`src/include/pflc_pkg.sv`:
```
// package: constants and types of the panel lock and current limit block
package pflc_pkg;
    // timing
    localparam int unsigned CLK_HZ          = 50_000_000;
    localparam int unsigned CTRL_PERIOD_US  = 1000;
    localparam int unsigned CTRL_CYCLES     = CLK_HZ / 1_000_000 * CTRL_PERIOD_US;
    localparam int unsigned BLINK_HALF_MS   = 250;
    localparam int unsigned BLINK_CYCLES    = CLK_HZ / 1000 * BLINK_HALF_MS;
    localparam logic [3:0]  LOC_SHOW_HALVES = 4'h8;

    // register byte addresses
    localparam logic [7:0] ADDR_CTRL     = 8'h00;
    localparam logic [7:0] ADDR_RATING   = 8'h04;
    localparam logic [7:0] ADDR_STATUS   = 8'h08;
    localparam logic [7:0] ADDR_IRQ_STAT = 8'h0C;
    localparam logic [7:0] ADDR_IRQ_MASK = 8'h10;
    localparam logic [7:0] ADDR_VOUT     = 8'h14;
    localparam logic [7:0] ADDR_CMD      = 8'h18;

    // control register fields
    localparam int unsigned CTRL_DM_LSB    = 0;
    localparam int unsigned CTRL_KNOB_BIT  = 2;
    localparam int unsigned CTRL_CAR_LSB   = 4;
    localparam int unsigned CTRL_FAULT_LSB = 8;
    localparam int unsigned CMD_CLR_TRIP   = 0;

    // reset values and limits (rating in 0.1 A, voltage in V)
    localparam logic [1:0] DM_RST         = 2'h1;
    localparam logic [1:0] CAR_RST        = 2'h1;
    localparam logic [2:0] FAULT_RST      = 3'h0;
    localparam logic [7:0] RATING_RST     = 8'h64;
    localparam logic [7:0] RATING_MIN     = 8'h05;
    localparam logic [7:0] RATING_MAX     = 8'h78;
    localparam logic [7:0] RATING_MAX_EXT = 8'h8C;
    localparam logic [1:0] CAR_EXT        = 2'h2;
    localparam logic [7:0] TRIP_VOLT      = 8'h14;

    // driving methods
    localparam logic [1:0] DM_EXT       = 2'h0;
    localparam logic [1:0] DM_EXT_REV   = 2'h1;
    localparam logic [1:0] DM_PANEL     = 2'h2;
    localparam logic [1:0] DM_PANEL_SNS = 2'h3;

    // fault output functions
    localparam logic [2:0] FAULT_EM_CLOSE = 3'h0;
    localparam logic [2:0] FAULT_EM_OPEN  = 3'h1;
    localparam logic [2:0] FAULT_WARN     = 3'h2;
    localparam logic [2:0] FAULT_LIM_WARN = 3'h3;
    localparam logic [2:0] FAULT_RUNNING  = 3'h4;
    localparam logic [2:0] FAULT_READY    = 3'h5;

    // status and interrupt bits
    localparam int unsigned ST_LOCK    = 0;
    localparam int unsigned ST_KNOB    = 1;
    localparam int unsigned ST_DRIVING = 2;
    localparam int unsigned ST_LIMIT   = 3;
    localparam int unsigned ST_TRIP    = 4;
    localparam int unsigned IRQ_REFUSE = 0;
    localparam int unsigned IRQ_LIMIT  = 1;
    localparam int unsigned IRQ_TRIP   = 2;
    localparam int unsigned IRQ_W      = 3;

    // key pin vector positions
    localparam int unsigned KEY_STOP = 0;
    localparam int unsigned KEY_UP   = 1;
    localparam int unsigned KEY_DOWN = 2;
    localparam int unsigned KEY_RUN  = 3;
    localparam int unsigned PIN_X1   = 4;
    localparam int unsigned PIN_IN1  = 5;
    localparam int unsigned KEY_W    = 6;

    typedef enum logic [2:0] {
        DRV_STOP = 3'b001,
        DRV_RUN  = 3'b010,
        DRV_TRIP = 3'b100
    } pflc_drv_t;

    typedef enum logic [1:0] {
        DISP_VOLT  = 2'h0,
        DISP_OL    = 2'h1,
        DISP_LOC   = 2'h2,
        DISP_BLANK = 2'h3
    } pflc_disp_t;
endpackage : pflc_pkg

```
`src/logic/pflc_divider.sv`:
```
// divider: one-cycle enable pulse every DIV clocks
`timescale 1ns/1ns
`default_nettype none
module pflc_divider #(
    parameter int unsigned DIV = 2
) (
    input  wire logic sys_clk,
    input  wire logic rst,
    output var  logic tick
);
    localparam int unsigned CW = $clog2(DIV);

    logic [CW-1:0] cnt;
    logic [CW-1:0] next_cnt;
    logic          next_tick;

    // wrap at DIV-1 and pulse once
    always_comb begin
        if (cnt == CW'(DIV - 1)) begin
            next_cnt  = '0;
            next_tick = 1'b1;
        end else begin
            next_cnt  = cnt + 1'b1;
            next_tick = 1'b0;
        end
    end

    always_ff @(posedge sys_clk or posedge rst) begin
        if (rst) begin
            cnt  <= '0;
            tick <= 1'b0;
        end else begin
            cnt  <= next_cnt;
            tick <= next_tick;
        end
    end
endmodule : pflc_divider
`default_nettype wire

```
`src/logic/pflc_limiter.sv`:
```
// limiter: output voltage ramp, current limiting and overload stop decision
`timescale 1ns/1ns
`default_nettype none
module pflc_limiter
    import pflc_pkg::*;
(
    input  wire logic       sys_clk,
    input  wire logic       rst,
    input  wire logic       tick,
    input  wire logic       enable,
    input  wire logic [7:0] fv_limit,
    input  wire logic [7:0] load_current,
    input  wire logic [7:0] rating,
    output var  logic [7:0] vout,
    output var  logic       limiting,
    output var  logic       trip
);
    logic [7:0] next_vout;
    logic       next_limiting;
    logic       next_trip;

    // one step per control update; steps of 1 V act as a soft ramp
    always_comb begin
        next_vout     = vout;
        next_limiting = limiting;
        next_trip     = 1'b0;
        if (!enable) begin
            next_vout     = 8'h00;
            next_limiting = 1'b0;
        end else if (tick) begin
            if (load_current > rating) begin
                next_limiting = 1'b1;
                if (vout <= TRIP_VOLT) begin
                    next_trip = 1'b1;
                end else begin
                    next_vout = vout - 8'h01;
                end
            end else if (vout < fv_limit) begin
                next_vout = vout + 8'h01;
            end else begin
                next_limiting = 1'b0;
            end
            // the curve bound always wins over the ramp
            if (next_vout > fv_limit) begin
                next_vout = fv_limit;
            end
        end
    end

    always_ff @(posedge sys_clk or posedge rst) begin
        if (rst) begin
            vout     <= 8'h00;
            limiting <= 1'b0;
            trip     <= 1'b0;
        end else begin
            vout     <= next_vout;
            limiting <= next_limiting;
            trip     <= next_trip;
        end
    end
endmodule : pflc_limiter
`default_nettype wire

```
`src/logic/pflc_top.sv`:
```
// top: panel lock, settings registers, drive control and overload handling
//
// Local design decisions: the address map and the AHB-Lite slave port.
`timescale 1ns/1ns
`default_nettype none
module pflc_top #(
    parameter int unsigned CTRL_DIV  = pflc_pkg::CTRL_CYCLES,
    parameter int unsigned BLINK_DIV = pflc_pkg::BLINK_CYCLES
) (
    input  wire logic                 sys_clk,
    input  wire logic                 rst,
    input  wire logic                 hsel,
    input  wire logic [7:0]           haddr,
    input  wire logic [1:0]           htrans,
    input  wire logic                 hwrite,
    input  wire logic [2:0]           hsize,
    input  wire logic [31:0]          hwdata,
    input  wire logic                 hready,
    output var  logic [31:0]          hrdata,
    output var  logic                 hreadyout,
    output var  logic                 hresp,
    input  wire logic                 key_stop,
    input  wire logic                 key_up,
    input  wire logic                 key_down,
    input  wire logic                 key_run,
    input  wire logic                 ext_run_x1,
    input  wire logic                 sensor_in1,
    input  wire logic [7:0]           load_current,
    input  wire logic [7:0]           fv_limit,
    output var  logic [7:0]           vout,
    output var  logic                 driving,
    output var  logic                 fault_contact_output,
    output var  pflc_pkg::pflc_disp_t disp_code,
    output var  logic                 irq
);
    import pflc_pkg::*;

    logic [KEY_W-1:0] pins;
    logic [KEY_W-1:0] sync1;
    logic [KEY_W-1:0] sync2;
    logic [KEY_W-1:0] sync3;
    logic [KEY_W-1:0] rise;
    logic             ctrl_tick;
    logic             blink_tick;
    logic             limiting;
    logic             trip;

    assign pins = {sensor_in1, ext_run_x1, key_run, key_down, key_up, key_stop};
    assign rise = sync2 & ~sync3;

    // pins are asynchronous: two flops, then a third for edge detection
    generate
        for (genvar i = 0; i < KEY_W; i++) begin : g_sync
            always_ff @(posedge sys_clk or posedge rst) begin
                if (rst) begin
                    sync1[i] <= 1'b0;
                    sync2[i] <= 1'b0;
                    sync3[i] <= 1'b0;
                end else begin
                    sync1[i] <= pins[i];
                    sync2[i] <= sync1[i];
                    sync3[i] <= sync2[i];
                end
            end
        end
    endgenerate

    pflc_divider #(.DIV(CTRL_DIV)) u_ctrl_div (
        .sys_clk (sys_clk),
        .rst     (rst),
        .tick    (ctrl_tick)
    );

    pflc_divider #(.DIV(BLINK_DIV)) u_blink_div (
        .sys_clk (sys_clk),
        .rst     (rst),
        .tick    (blink_tick)
    );

    // ---------------- bus slave ----------------
    logic [7:0]  addr_q;
    logic        wr_q;
    logic        rd_q;
    logic [7:0]  next_addr_q;
    logic        next_wr_q;
    logic        next_rd_q;
    logic        next_hreadyout;
    logic [31:0] next_hrdata;
    logic [31:0] rd_word;
    logic        accept;

    // register state visible to reads
    logic             lock;
    logic             knob;
    logic [1:0]       dm;
    logic [1:0]       car;
    logic [2:0]       fault;
    logic [7:0]       rating;
    logic [IRQ_W-1:0] irq_stat;
    logic [IRQ_W-1:0] irq_mask;
    pflc_drv_t        state;

    assign accept = hsel & htrans[1] & hready;
    assign hresp  = 1'b0;

    // read mux; all settings stay readable whatever the lock
    always_comb begin
        rd_word = 32'h0000_0000;
        unique case (addr_q)
            ADDR_CTRL: begin
                rd_word[CTRL_DM_LSB +: 2]    = dm;
                rd_word[CTRL_KNOB_BIT]       = knob;
                rd_word[CTRL_CAR_LSB +: 2]   = car;
                rd_word[CTRL_FAULT_LSB +: 3] = fault;
            end
            ADDR_RATING:   rd_word[7:0] = rating;
            ADDR_STATUS: begin
                rd_word[ST_LOCK]    = lock;
                rd_word[ST_KNOB]    = knob;
                rd_word[ST_DRIVING] = (state == DRV_RUN);
                rd_word[ST_LIMIT]   = limiting;
                rd_word[ST_TRIP]    = (state == DRV_TRIP);
            end
            ADDR_IRQ_STAT: rd_word[IRQ_W-1:0] = irq_stat;
            ADDR_IRQ_MASK: rd_word[IRQ_W-1:0] = irq_mask;
            ADDR_VOUT:     rd_word[7:0] = vout;
            default:       rd_word = 32'h0000_0000;
        endcase
    end

    // reads take one wait state so data reflect writes just before them
    always_comb begin
        next_addr_q    = addr_q;
        next_wr_q      = 1'b0;
        next_rd_q      = 1'b0;
        next_hreadyout = 1'b1;
        next_hrdata    = hrdata;
        if (rd_q) begin
            next_hrdata = rd_word;
        end
        if (accept) begin
            next_addr_q    = haddr;
            next_wr_q      = hwrite;
            next_rd_q      = ~hwrite;
            next_hreadyout = hwrite;
        end
    end

    always_ff @(posedge sys_clk or posedge rst) begin
        if (rst) begin
            addr_q    <= 8'h00;
            wr_q      <= 1'b0;
            rd_q      <= 1'b0;
            hreadyout <= 1'b1;
            hrdata    <= 32'h0000_0000;
        end else begin
            addr_q    <= next_addr_q;
            wr_q      <= next_wr_q;
            rd_q      <= next_rd_q;
            hreadyout <= next_hreadyout;
            hrdata    <= next_hrdata;
        end
    end

    // ---------------- settings ----------------
    logic       next_lock;
    logic       next_knob;
    logic [1:0] next_dm;
    logic [1:0] next_car;
    logic [2:0] next_fault;
    logic [7:0] next_rating;
    logic       refused;
    logic       next_refused;
    logic [3:0] loc_timer;
    logic [3:0] next_loc_timer;
    logic       stopped;
    logic       wr_ctrl;
    logic       wr_rating;

    assign stopped   = (state != DRV_RUN);
    assign wr_ctrl   = wr_q & (addr_q == ADDR_CTRL);
    assign wr_rating = wr_q & (addr_q == ADDR_RATING);

    // rating range depends on carrier selection
    function automatic logic rating_ok(input logic [7:0] v,
                                       input logic [1:0] c);
        logic [7:0] top;
        top = (c == CAR_EXT) ? RATING_MAX_EXT : RATING_MAX;
        return (v >= RATING_MIN) && (v <= top);
    endfunction : rating_ok

    always_comb begin
        next_lock      = lock;
        next_knob      = knob;
        next_dm        = dm;
        next_car       = car;
        next_fault     = fault;
        next_rating    = rating;
        next_refused   = 1'b0;
        next_loc_timer = loc_timer;
        if (blink_tick && loc_timer != 4'h0) begin
            next_loc_timer = loc_timer - 4'h1;
        end
        // the key chord is the only path to the lock bit
        if (stopped && sync2[KEY_STOP]) begin
            if (rise[KEY_UP]) begin
                next_lock = 1'b1;
            end else if (rise[KEY_DOWN]) begin
                next_lock = 1'b0;
                if (lock) begin
                    next_knob = 1'b0;
                end
            end
        end
        if (wr_ctrl) begin
            next_knob = hwdata[CTRL_KNOB_BIT];
            if (lock || !stopped) begin
                if (hwdata[CTRL_DM_LSB +: 2] != dm ||
                    hwdata[CTRL_CAR_LSB +: 2] != car ||
                    hwdata[CTRL_FAULT_LSB +: 3] != fault) begin
                    next_refused = 1'b1;
                end
            end else begin
                next_dm    = hwdata[CTRL_DM_LSB +: 2];
                next_car   = hwdata[CTRL_CAR_LSB +: 2];
                next_fault = hwdata[CTRL_FAULT_LSB +: 3];
            end
        end
        if (wr_rating) begin
            if (lock || !stopped || !rating_ok(hwdata[7:0], car)) begin
                next_refused = 1'b1;
            end else begin
                next_rating = hwdata[7:0];
            end
        end
        if (next_refused && lock) begin
            next_loc_timer = LOC_SHOW_HALVES;
        end
    end

    always_ff @(posedge sys_clk or posedge rst) begin
        if (rst) begin
            lock      <= 1'b0;
            knob      <= 1'b0;
            dm        <= DM_RST;
            car       <= CAR_RST;
            fault     <= FAULT_RST;
            rating    <= RATING_RST;
            refused   <= 1'b0;
            loc_timer <= 4'h0;
        end else begin
            lock      <= next_lock;
            knob      <= next_knob;
            dm        <= next_dm;
            car       <= next_car;
            fault     <= next_fault;
            rating    <= next_rating;
            refused   <= next_refused;
            loc_timer <= next_loc_timer;
        end
    end

    // ---------------- drive control ----------------
    pflc_drv_t next_state;
    logic      panel_run;
    logic      next_panel_run;
    logic      want;

    // run request per driving method; x1 high means terminal open
    always_comb begin
        unique case (dm)
            DM_EXT:     want = sync2[PIN_X1] & sync2[PIN_IN1];
            DM_EXT_REV: want = ~sync2[PIN_X1] & sync2[PIN_IN1];
            DM_PANEL:   want = panel_run;
            default:    want = panel_run & sync2[PIN_IN1];
        endcase
    end

    // panel keys act regardless of the lock; stop beats run
    always_comb begin
        next_state     = state;
        next_panel_run = panel_run;
        if (rise[KEY_RUN]) begin
            next_panel_run = 1'b1;
        end
        if (rise[KEY_STOP]) begin
            next_panel_run = 1'b0;
        end
        unique case (state)
            DRV_STOP: if (want) next_state = DRV_RUN;
            DRV_RUN: begin
                if (trip) begin
                    next_state     = DRV_TRIP;
                    next_panel_run = 1'b0;
                end else if (!want) begin
                    next_state = DRV_STOP;
                end
            end
            DRV_TRIP: begin
                next_panel_run = 1'b0;
                if (wr_q && addr_q == ADDR_CMD && hwdata[CMD_CLR_TRIP]) begin
                    next_state = DRV_STOP;
                end
            end
            default: next_state = DRV_STOP;
        endcase
    end

    always_ff @(posedge sys_clk or posedge rst) begin
        if (rst) begin
            state     <= DRV_STOP;
            panel_run <= 1'b0;
        end else begin
            state     <= next_state;
            panel_run <= next_panel_run;
        end
    end

    pflc_limiter u_limiter (
        .sys_clk      (sys_clk),
        .rst          (rst),
        .tick         (ctrl_tick),
        .enable       (state == DRV_RUN),
        .fv_limit     (fv_limit),
        .load_current (load_current),
        .rating       (rating),
        .vout         (vout),
        .limiting     (limiting),
        .trip         (trip)
    );

    // ---------------- interrupts ----------------
    logic [IRQ_W-1:0] next_irq_stat;
    logic [IRQ_W-1:0] next_irq_mask;
    logic [IRQ_W-1:0] events;
    logic             lim_prev;
    logic             next_irq;

    // write one to clear; a same-cycle event keeps its bit set
    always_comb begin
        events             = '0;
        events[IRQ_REFUSE] = refused;
        events[IRQ_LIMIT]  = limiting & ~lim_prev;
        events[IRQ_TRIP]   = trip & (state == DRV_RUN);
        next_irq_stat      = irq_stat;
        next_irq_mask      = irq_mask;
        if (wr_q && addr_q == ADDR_IRQ_STAT) begin
            next_irq_stat = irq_stat & ~hwdata[IRQ_W-1:0];
        end
        if (wr_q && addr_q == ADDR_IRQ_MASK) begin
            next_irq_mask = hwdata[IRQ_W-1:0];
        end
        next_irq_stat = next_irq_stat | events;
        next_irq      = |(next_irq_stat & next_irq_mask);
    end

    always_ff @(posedge sys_clk or posedge rst) begin
        if (rst) begin
            irq_stat <= '0;
            irq_mask <= '0;
            lim_prev <= 1'b0;
            irq      <= 1'b0;
        end else begin
            irq_stat <= next_irq_stat;
            irq_mask <= next_irq_mask;
            lim_prev <= limiting;
            irq      <= next_irq;
        end
    end

    // ---------------- display and fault contact ----------------
    logic       blink;
    logic       next_blink;
    pflc_disp_t next_disp;
    logic       next_fault_out;
    logic       next_driving;

    // priority: overload stop, refused edit, limiting, voltage
    always_comb begin
        next_blink   = blink_tick ? ~blink : blink;
        next_driving = (next_state == DRV_RUN);
        if (state == DRV_TRIP) begin
            next_disp = DISP_OL;
        end else if (loc_timer != 4'h0) begin
            next_disp = blink ? DISP_LOC : DISP_BLANK;
        end else if (limiting) begin
            next_disp = blink ? DISP_OL : DISP_VOLT;
        end else begin
            next_disp = DISP_VOLT;
        end
        unique case (fault)
            FAULT_EM_CLOSE: next_fault_out = (state == DRV_TRIP);
            FAULT_EM_OPEN:  next_fault_out = (state != DRV_TRIP);
            FAULT_WARN:     next_fault_out = limiting;
            FAULT_LIM_WARN: next_fault_out = limiting;
            FAULT_RUNNING:  next_fault_out = (state == DRV_RUN);
            FAULT_READY:    next_fault_out = (state != DRV_TRIP);
            default:        next_fault_out = 1'b0;
        endcase
    end

    always_ff @(posedge sys_clk or posedge rst) begin
        if (rst) begin
            blink                <= 1'b0;
            disp_code            <= DISP_VOLT;
            fault_contact_output <= 1'b0;
            driving              <= 1'b0;
        end else begin
            blink                <= next_blink;
            disp_code            <= next_disp;
            fault_contact_output <= next_fault_out;
            driving              <= next_driving;
        end
    end
endmodule : pflc_top
`default_nettype wire

```
`config.mk`:
```
export PLATFORM = sky130hd
export DESIGN_NAME = pflc_top
export DESIGN_NICKNAME = d
export VERILOG_FILES = /design/src/include/pflc_pkg.sv /design/src/logic/pflc_divider.sv /design/src/logic/pflc_limiter.sv /design/src/logic/pflc_top.sv
export SDC_FILE = /design/constraint.sdc
export NUM_CORES = 1
export LEC_CHECK = 0
export BUFFER_PORTS_ARGS = -buffer_cell sky130_fd_sc_hd__buf_2
export CAP_MARGIN = 20
export CORE_MARGIN = 10
export CORE_UTILIZATION = 30
export DETAILED_ROUTE_END_ITERATION = 16
export PLACE_DENSITY = 0.46
export SETUP_SLACK_MARGIN = 0.1
export SLEW_MARGIN = 0
export SYNTH_ARGS = -nofsm -noshare
export SYNTH_HDL_FRONTEND = slang
export SYNTH_SLANG_ARGS = --single-unit
```
`constraint.sdc`:
```
create_clock -name sys_clk -period 5.4 [get_ports sys_clk]
set_clock_uncertainty 0.15 [all_clocks]
set_input_delay 0.81 -clock sys_clk [delete_from_list [all_inputs] [get_ports sys_clk]]
set_output_delay 0.81 -clock sys_clk [all_outputs]
set_load 0.005 [all_outputs]
```
Yosys cells after proc, flatten, opt, wreduce, memory -nomap -nowiden:

Index checks and enable logic that the tools add are counted.

* bitwise operators: 21
* reductions and logical operators: 31
* add/sub/neg operators: 5
* equality and inequality tests: 28
* $lt $le $gt $ge: 6
* multiplexer cells: 62

Operator list (count)
* 2-to-1 mux 8 bit: 9
* 2-to-1 mux 1 bit: 31
* adder 24 x 1 -> 24 bit, second input constant: 1
* == test 24 bit, second input constant: 1
* == test 8 x 5 -> 1 bit, second input constant: 3
* 2-to-1 mux 24 bit: 1
* 2-to-1 mux 3 bit: 7
* case mux 3 bit (6 select lines): 1
* adder 16 x 1 -> 16 bit, second input constant: 1
* == test 16 bit, second input constant: 1
* == test 8 x 4 -> 1 bit, second input constant: 2
* greater-than comparator 8 bit: 2
* 2-to-1 mux 16 bit: 1
* == test 3 x 2 -> 1 bit, second input constant: 4
* nonzero test 2 bit: 5
* AND 1 bit: 9
* == test 3 bit, second input constant: 3
* case mux 1 bit (3 select lines): 3
* case mux 3 bit (3 select lines): 1
* adder 8 x 1 -> 8 bit, second input constant: 1
* == test 8 x 3 -> 1 bit, second input constant: 1
* >= comparator 8 x 3 -> 1 bit, second input constant: 1
* less-or-equal comparator 8 x 5 -> 1 bit, second input constant: 1
* less-or-equal comparator 8 bit: 1
* other kinds (34): 62

* input bits: 72
* register bits after elaboration: 129
* logic and storage cells: 199
* output and inout port bits: 47

Longest topological paths before layout:

Gate-level depths: netlist of the first run.

* word-level depth: 10
* depth in mapped cells: 18
* mapped depth without buffers: 17

By module:

A second synthesis of the first run with hierarchy kept.

* cells, all modules: 692
* area total of the unflattened synthesis: 7135.6 µm²

Modules (own cells, without submodules)
* pflc_top: cells an instance 317, times used 1, sequential area each 1935.6 µm², area each 3642.2 µm²
* pflc_limiter: cells an instance 184, times used 1, sequential area each 250.2 µm², area each 1458.9 µm²
* pflc_divider at u_blink_div: cells an instance 122, times used 1, sequential area each 625.6 µm², area each 1252.5 µm²
* pflc_divider at u_ctrl_div: cells an instance 69, times used 1, sequential area each 425.4 µm², area each 782.0 µm²

Worst setup path after synthesis of the first run:

No wires, ideal clock.

* path type: input port to flip-flop
* from: in fv_limit[2]
* to: reg u_limiter.vout[2]
* data required time: 5.172 ns
* path buffers: 0
* path slack: 1.232 ns
* setup time: 0.078 ns
* arrival: 3.940 ns
* stages: 15
* cell sequence: inv_1 -> ha_1 -> or4_1 -> a21oi_1 -> o31a_2 -> nand3_1 -> o22ai_1 -> xor2_1 -> ha_1 -> and4_1 -> o21ai_0 -> a41oi_1 -> or3_1 -> mux2_2 -> a21oi_1

* word-level cells in the longest chain between the ends: 9

Ends and longest elaborated chain
* start, declared: RTL line pflc_top.sv:29 `input wire logic [7:0] fv_limit,`
* < comparator 8 bit: RTL line pflc_limiter.sv:38 `end else if (vout < fv_limit) begin`
* 2-to-1 mux 8 bit: RTL line pflc_limiter.sv:38
* 2-to-1 mux 8 bit: RTL line pflc_limiter.sv:31 `if (load_current > rating) begin`
* 2-to-1 mux 8 bit: RTL line pflc_limiter.sv:30 `end else if (tick) begin`
* 2-to-1 mux 8 bit: RTL line pflc_limiter.sv:27 `if (!enable) begin`
* greater-than comparator 8 bit: RTL line pflc_limiter.sv:44 `if (next_vout > fv_limit) begin`
* 2-to-1 mux 8 bit *: RTL line pflc_limiter.sv:44
* 2-to-1 mux 8 bit *: RTL line pflc_limiter.sv:30
* 2-to-1 mux 8 bit *: RTL line pflc_limiter.sv:27
* end signal, assigned: RTL line pflc_limiter.sv:56 `vout <= next_vout;`
* end, declared: RTL line pflc_limiter.sv:14 `output var logic [7:0] vout,`

Mark *: on every way between the ends. The rest lies on a longest branch, timed or not. The select of a mux whose other input is x is not followed.
A chain may end at the register's enable or synchronous reset.

Worst setup path in the final report of the first run:

* from: reg u_limiter.vout[2]
* to: reg u_limiter.vout[3]

* word-level cells in the longest chain between the ends: 9
* elaborated cells between the ends (all ways): 13
* classes of those cells: 2 x add/sub; 3 x order compare; 8 x mux

Ends and longest elaborated chain
* adder 8 x 1 -> 8 bit (tied with other cells): RTL line pflc_limiter.sv:39 `next_vout = vout + 8'h01;`
* 2-to-1 mux 8 bit (on tied branches): RTL line pflc_limiter.sv:38, pflc_limiter.sv:33
* 2-to-1 mux 8 bit *: RTL line pflc_limiter.sv:31
* 2-to-1 mux 8 bit *: RTL line pflc_limiter.sv:30
* 2-to-1 mux 8 bit *: RTL line pflc_limiter.sv:27
* greater-than comparator 8 bit: RTL line pflc_limiter.sv:44
* 2-to-1 mux 8 bit *: RTL line pflc_limiter.sv:44
* 2-to-1 mux 8 bit *: RTL line pflc_limiter.sv:30
* 2-to-1 mux 8 bit *: RTL line pflc_limiter.sv:27

Marked as above.

==> impl_metrics.py, run 1 <==
metrics = {
    "synthesis": {
        "synth_top_area_frac": 0.448,
        "avgSynthCellArea_um2": 9.93,
        "ys_seq_area_frac": 0.475,
        "async_flop_share": 1.00,
        "syn_inst": 686,
        "yosysMostFrequentCell": "dfrtp_1",
        "ys_top_cells_by_area": "dfrtp_1 (45%), ha_1 (6.2%), mux2_2 (3.5%)",
        "syn_area_mm2": 0.00681,
        "yosysUniqueCellTypes": 62,
        "synthFlopType": "dfrtp_1",
        "synth_top_area_cell": "dfrtp_1",
        "yosys-top-cells-count": "dfrtp_1 (122), nor2_1 (60), nand2_1 (56)",
        "yosys_register_bits": 129,
        "synth-edff-count": 0,
        "synth_warnings": 0,
    },
    "routing": {
        "route.detailed.drc": 0,
        "wl_mm": 17.4,
        "ant_nets": 0,
        "drt_iter0_markers": 280,
        "wl_per_cell_um": 16.5,
        "dr.pass1.iters": 4,
        "via_count": 5228,
        "viasPerCell": 4.94,
    },
    "global_route": {
        "grt_max_degree": 62,
        "antenna_found_initial": 0,
        "gr-usage-all-layers": 0.122,
        "grt_pass1_wl_mm": 28.3,
        "grt_pass1_vias": 5437,
        "grt-ovfl-total": 0,
    },
    "sta": {
        "setup-tns-final_ps": 0,
        "fin_crit_sh": 0.841,
        "relSlewSlack": 0.352,
        "rsz0062_at_grt": "false",
        "fmax_mhz": 220,
        "holdWs_ps": 199,
        "finalSetupViolations": 0,
        "hold_viol": 0,
        "min_period_ps": 4540,
        "worst_slew_pin_slew_ps": 964,
        "slew_viol_final": 0,
    },
    "floorplan": {
        "die_area_mm2": 0.0291,
        "start_util": 0.303,
        "die_y_um": 171,
        "core_mm2": 0.0225,
        "rows": 55,
        "die_w_um": 171,
        "ios": 119,
    },
    "setup_path": {
        "cp-end-kind": "register",
        "crit_required_ps": 5570,
        "critPathArrivalTime_ps": 4710,
        "crit_type": "reg2reg",
        "r2r_cells": 14,
        "critPathMaxFanout": 14,
        "cp-start-kind": "register",
    },
    "finish": {
        "fin_util": 0.355,
        "antennaDiodeCount": 0,
        "nNetsFinal": 867,
        "drive_gt1_frac": 0.186,
        "syn2layout_area_growth_pct": 17.4,
    },
    "power": {
        "total_power_mw": 2.41,
        "vdd_drop_max_mv": 0.182,
        "p_per_area_mw_per_mm2": 301,
        "p_leak_nw": 3.67,
    },
    "clock_tree": {
        "cts_setup_buffers": 0,
        "path_clk_slew_ps": 60,
        "cts_buffer_depth": 2,
        "cts_buffers": 17,
        "cts-root-buf": "clkbuf_16",
        "htreeDepth": 4,
        "clock_latency_ps": 410,
        "ctsHoldBuffers": 0,
        "clock-sinks": 129,
        "cts_tree": "yes",
        "cts_resized": 0,
    },
    "placed_design": {
        "finalWeightedCongestion": 0.813,
        "dp_hpwl_mm": 12.9,
        "numPortBuffers": 71,
    },
    "flow_run": {
        "drv_cap": 0,
    },
    "hold_path": {
        "hp-class": "reg2reg",
        "holdPathStages": 0,
    },
    "run_status": {
        "status": "completed",
    },
}
-- logic make-up (layout without fill, tap and decap cells) --
family	count (synthesis)	count (layout)	share of synthesized area
and+or+nand+nor	248	248	0.184
AOI/OAI and AO/OA	120	120	0.115
xor gates and xnor gates	50	50	0.0643
DFF	129	129	0.475
other	1	22	0.000551
adders and majority gates	34	34	0.0625
muxes	27	27	0.0435
buffers and inverters	77	144	0.0551
-- layout make-up --
class	instances	area (µm²)
well taps	285	357
flip-flops and latches	129	3240
multi-input cells	501	3280
repair buffers	76	397
fillers	2293	14500
inverters	36	138
clock buffers	22	454
clock inverters	10	135
-- state kept, by name, summed over array words and instances (netlist names), 2 cells and up --
signal / cells
addr_q: 8
u_blink_div.cnt: 24
sync2: 6
rating: 8
irq_mask: 3
sync3: 4
dm: 2
disp_code: 2
u_limiter.vout: 8
u_ctrl_div.cnt: 16
sync1: 6
hrdata: 11
loc_timer: 4
irq_stat: 3
fault: 3
state: 3
car: 2
-- stage by stage --
stage | cells | area (µm²) | worst slack [ps]
5_1_grt | 1059 | 7990 | 443
6_report | 1059 | 7990 | 859
2_1_floorplan | 707 | 6890 | 1010
3_3_place_gp | 1026 | 7390 | 542
3_5_place_dp | 1026 | 7390 | 518
4_1_cts | 1058 | 7980 | 824
-- critical path, stage by stage, from the launching register on --
cell and delay (ps):
dfrtp_1 550, ha_1 280, or4_1 520, a21oi_1 160, o31a_2 230, nand3_1 220
o22ai_1 310, xor2_1 180, ha_1 260, and4_1 220, o21ai_0 110, a41oi_1 430
or3_1 450, mux2_2 260, a21oi_1 120
-- final timing paths --
kind / endpoint / start / slack, ps
worst max-delay path: u_limiter.vout[3]$_DFFE_PP0P_ / u_limiter.vout[2]$_DFFE_PP0P_ / 860
max in group asynchronous: state[0]$_DFF_PP1_ / rst / 3720
min in group asynchronous: u_blink_div.cnt[6]$_DFF_PP0_ / rst / 390
worst min register to register: sync2[4]$_DFF_PP0_ / sync1[4]$_DFF_PP0_ / 200
worst min-delay path: sync2[4]$_DFF_PP0_ / sync1[4]$_DFF_PP0_ / 200
worst max register to register: u_limiter.vout[3]$_DFFE_PP0P_ / u_limiter.vout[2]$_DFFE_PP0P_ / 860
-- where the power goes --
group | switching (mW) | leakage, nW | internal (mW) | total (mW)
Sequential | 0.0443 | 1.62 | 1.02 | 1.06
Combinational | 0.116 | 1.76 | 0.0821 | 0.198
Clock | 0.410 | 0.288 | 0.736 | 1.15
-- per-layer routing --
metal,global-route usage,part of all wire,up-vias
li1,-,-,2541
met4,0.0343,0.011,0
met1,0.149,0.45,2559
met5,0,0,-
met2,0.204,0.49,112
met3,0.0362,0.052,16
-- layout by cell type, fill, tap and decap left out, drive strengths merged, types with 16 or more instances in the layout --
master,netlist,routed
a21oi,27,27
a31oi,16,16
buf,25,76
clkbuf,16,22
conb,1,22
dfrtp,122,122
ha,34,34
inv,35,35
mux2,21,21
nand2,56,56
nand3,29,29
nor2,60,60
nor3,22,22
o21ai,34,34
xnor2,25,25
xor2,25,25
(Power assumes the default switching activity.)
==> inputs of run 2 (changes only) <==
- PLACE_DENSITY: 0.46 -> 0.48
- clock period: 5.4 -> 4.17 ns (I/O delays scaled with it)
==> impl_metrics.py, run 2 (synthesis gave the netlist of run 1 again) <==
metrics = {
    "placed_design": {
        "finalWeightedCongestion": 0.843,
        "place_ws_ps": -121,
        "dpl_cell_area_mm2": 0.00766,
        "numPortBuffers": 71,
        "dp_hpwl_mm": 13.3,
        "placed_cells": 1060,
    },
    "sta": {
        "relSlewSlack": 0.317,
        "min_period_ps": 3880,
        "hold_viol": 0,
        "fmax_mhz": 258,
        "finalWorstSetupSlack_ps": 291,
        "holdWs_ps": 160,
        "rsz0062_at_grt": "false",
        "finalSetupViolations": 0,
        "worst_slew_pin_slew_ps": 1020,
        "fin_crit_sh": 0.930,
        "slew_viol_final": 0,
    },
    "global_route": {
        "grt_pass1_vias": 5315,
        "grt_max_degree": 72,
        "grt_pass1_wl_mm": 28.4,
        "gr-usage-all-layers": 0.124,
        "antenna_found_initial": 0,
        "grt-ovfl-total": 0,
    },
    "routing": {
        "route.detailed.drc": 0,
        "wl_mm": 17.9,
        "viasPerCell": 4.80,
        "dr.pass1.iters": 5,
        "drt_iter0_markers": 312,
        "via_count": 5246,
        "wl_per_cell_um": 16.3,
        "ant_nets": 0,
    },
    "clock_tree": {
        "htreeDepth": 4,
        "clock_latency_ps": 420,
        "path_clk_slew_ps": 60,
        "cts-root-buf": "clkbuf_16",
        "ctsHoldBuffers": 0,
        "clock-sinks": 129,
        "cts_buffer_depth": 2,
        "cts_tree": "yes",
        "cts_buffers": 17,
    },
    "floorplan": {
        "ios": 119,
        "start_util": 0.303,
        "rows": 55,
        "die_y_um": 171,
        "core_mm2": 0.0225,
        "die_w_um": 171,
        "die_area_mm2": 0.0291,
    },
    "finish": {
        "drive_gt1_frac": 0.244,
        "largest_reg_flops": 24,
        "layoutNonFillerInstCount": 1094,
        "antennaDiodeCount": 0,
        "most-common-layout-cells": "dfrtp_1 (122), buf_2 (71), nor2_1 (60), nand2_1 (55), buf_4 (38)",
        "top_register": "u_blink_div.cnt",
        "nNetsFinal": 902,
        "fill_cells": 2272,
        "final_common_cell": "dfrtp_1",
        "syn2layout_area_growth_pct": 23.0,
        "largest_registers": "u_blink_div.cnt x24, u_ctrl_div.cnt x16, hrdata x11",
        "final_area_mm2": 0.00838,
    },
    "setup_path": {
        "crit_type": "reg2reg",
        "crit_required_ps": 4360,
        "cp-start-kind": "register",
        "critPathMaxFanout": 5,
        "critPathArrivalTime_ps": 4070,
        "cp-end-kind": "register",
    },
    "power": {
        "vdd_drop_max_mv": 0.287,
        "total_power_mw": 3.21,
        "p_per_area_mw_per_mm2": 383,
        "p_leak_nw": 3.87,
    },
    "run_status": {
        "status": "completed",
    },
    "flow_run": {
        "drv_cap": 0,
    },
    "hold_path": {
        "hp-class": "in2async",
    },
}
==> run 2: cell count changes in the layout (fill, tap and decap cells not counted), sizes merged <==
cell,previous run,this run
clkinvlp,1,5
clkdlybuf4s15,0,1
buf,76,110
clkbuf,22,20
clkinv,7,5
==> run 2: worst paths after layout <==
kind                                                from                             to  slack (ps)  depth (start not counted)
setup / recovery           u_limiter.vout[2]$_DFFE_PP0P_  u_limiter.vout[3]$_DFFE_PP0P_         290                         14
hold / removal                                       rst          addr_q[6]$_DFFE_PP0P_         160                          2
setup reg to reg           u_limiter.vout[2]$_DFFE_PP0P_  u_limiter.vout[3]$_DFFE_PP0P_         290                         14
hold reg to reg                       sync1[5]$_DFF_PP0_             sync2[5]$_DFF_PP0_         200                          0
max in group asynchronous                            rst          rating[5]$_DFFE_PP1P_        2900                          3
min in group sys_clk                          sensor_in1             sync1[5]$_DFF_PP0_         160                          1
==> run 2: timing repair <==
| item | in CTS | in global routing |
|---|---|---|
| setup endpoints to repair | 0 | 8 |
| setup buffers | 0 | 1 |
| resized for setup | 0 | 18 |
==> run 2: stage by stage <==
step | setup TNS (ps) | utilization
2_1_floorplan | 0 | -
3_3_place_gp | -242 | 0.341
3_5_place_dp | -388 | 0.341
4_1_cts | 0 | 0.368
5_1_grt | 0 | 0.372
6_report | 0 | 0.372
==> run 2: layer usage <==
metal | global-route usage | part of all wire | wire (µm) | vias to the layer above
li1 | - | - | - | 2622
met1 | 0.157 | 0.45 | 8070 | 2515
met2 | 0.202 | 0.49 | 8690 | 98
met3 | 0.0343 | 0.054 | 970 | 11
met4 | 0.0347 | 0.0072 | 129 | 0
met5 | 0 | 0 | 0 | -
==> run 2: cell type report <==
type / instances / area (µm²) / area share
flip-flops and latches: 129 / 3240 / 0.386
well taps: 285 / 357 / 0.0426
clock buffers: 20 / 457 / 0.0545
clock inverters: 12 / 156 / 0.0187
inverters: 36 / 139 / 0.0166
multi-input cells: 501 / 3360 / 0.401
repair buffers: 111 / 672 / 0.0802
==> run 2: report_power, final <==
part | internal, mW | switching (mW) | total, mW
registers | 1.32 | 0.0617 | 1.38
logic | 0.126 | 0.157 | 0.283
clock network | 0.973 | 0.568 | 1.54
total | 2.42 | 0.786 | 3.21
==> run 2: worst max-delay path: stages, from the launching register on <==
cell      delay, ps
dfrtp_1         380
ha_1            180
or4_1           520
a21oi_1         160
o31a_2          210
and4_4          280
nand3b_1        120
mux2i_1         150
ha_1            330
a211oi_2        270
a41oi_2         180
buf_4           190
or3_1           290
mux2_2          270
a21oi_1         120
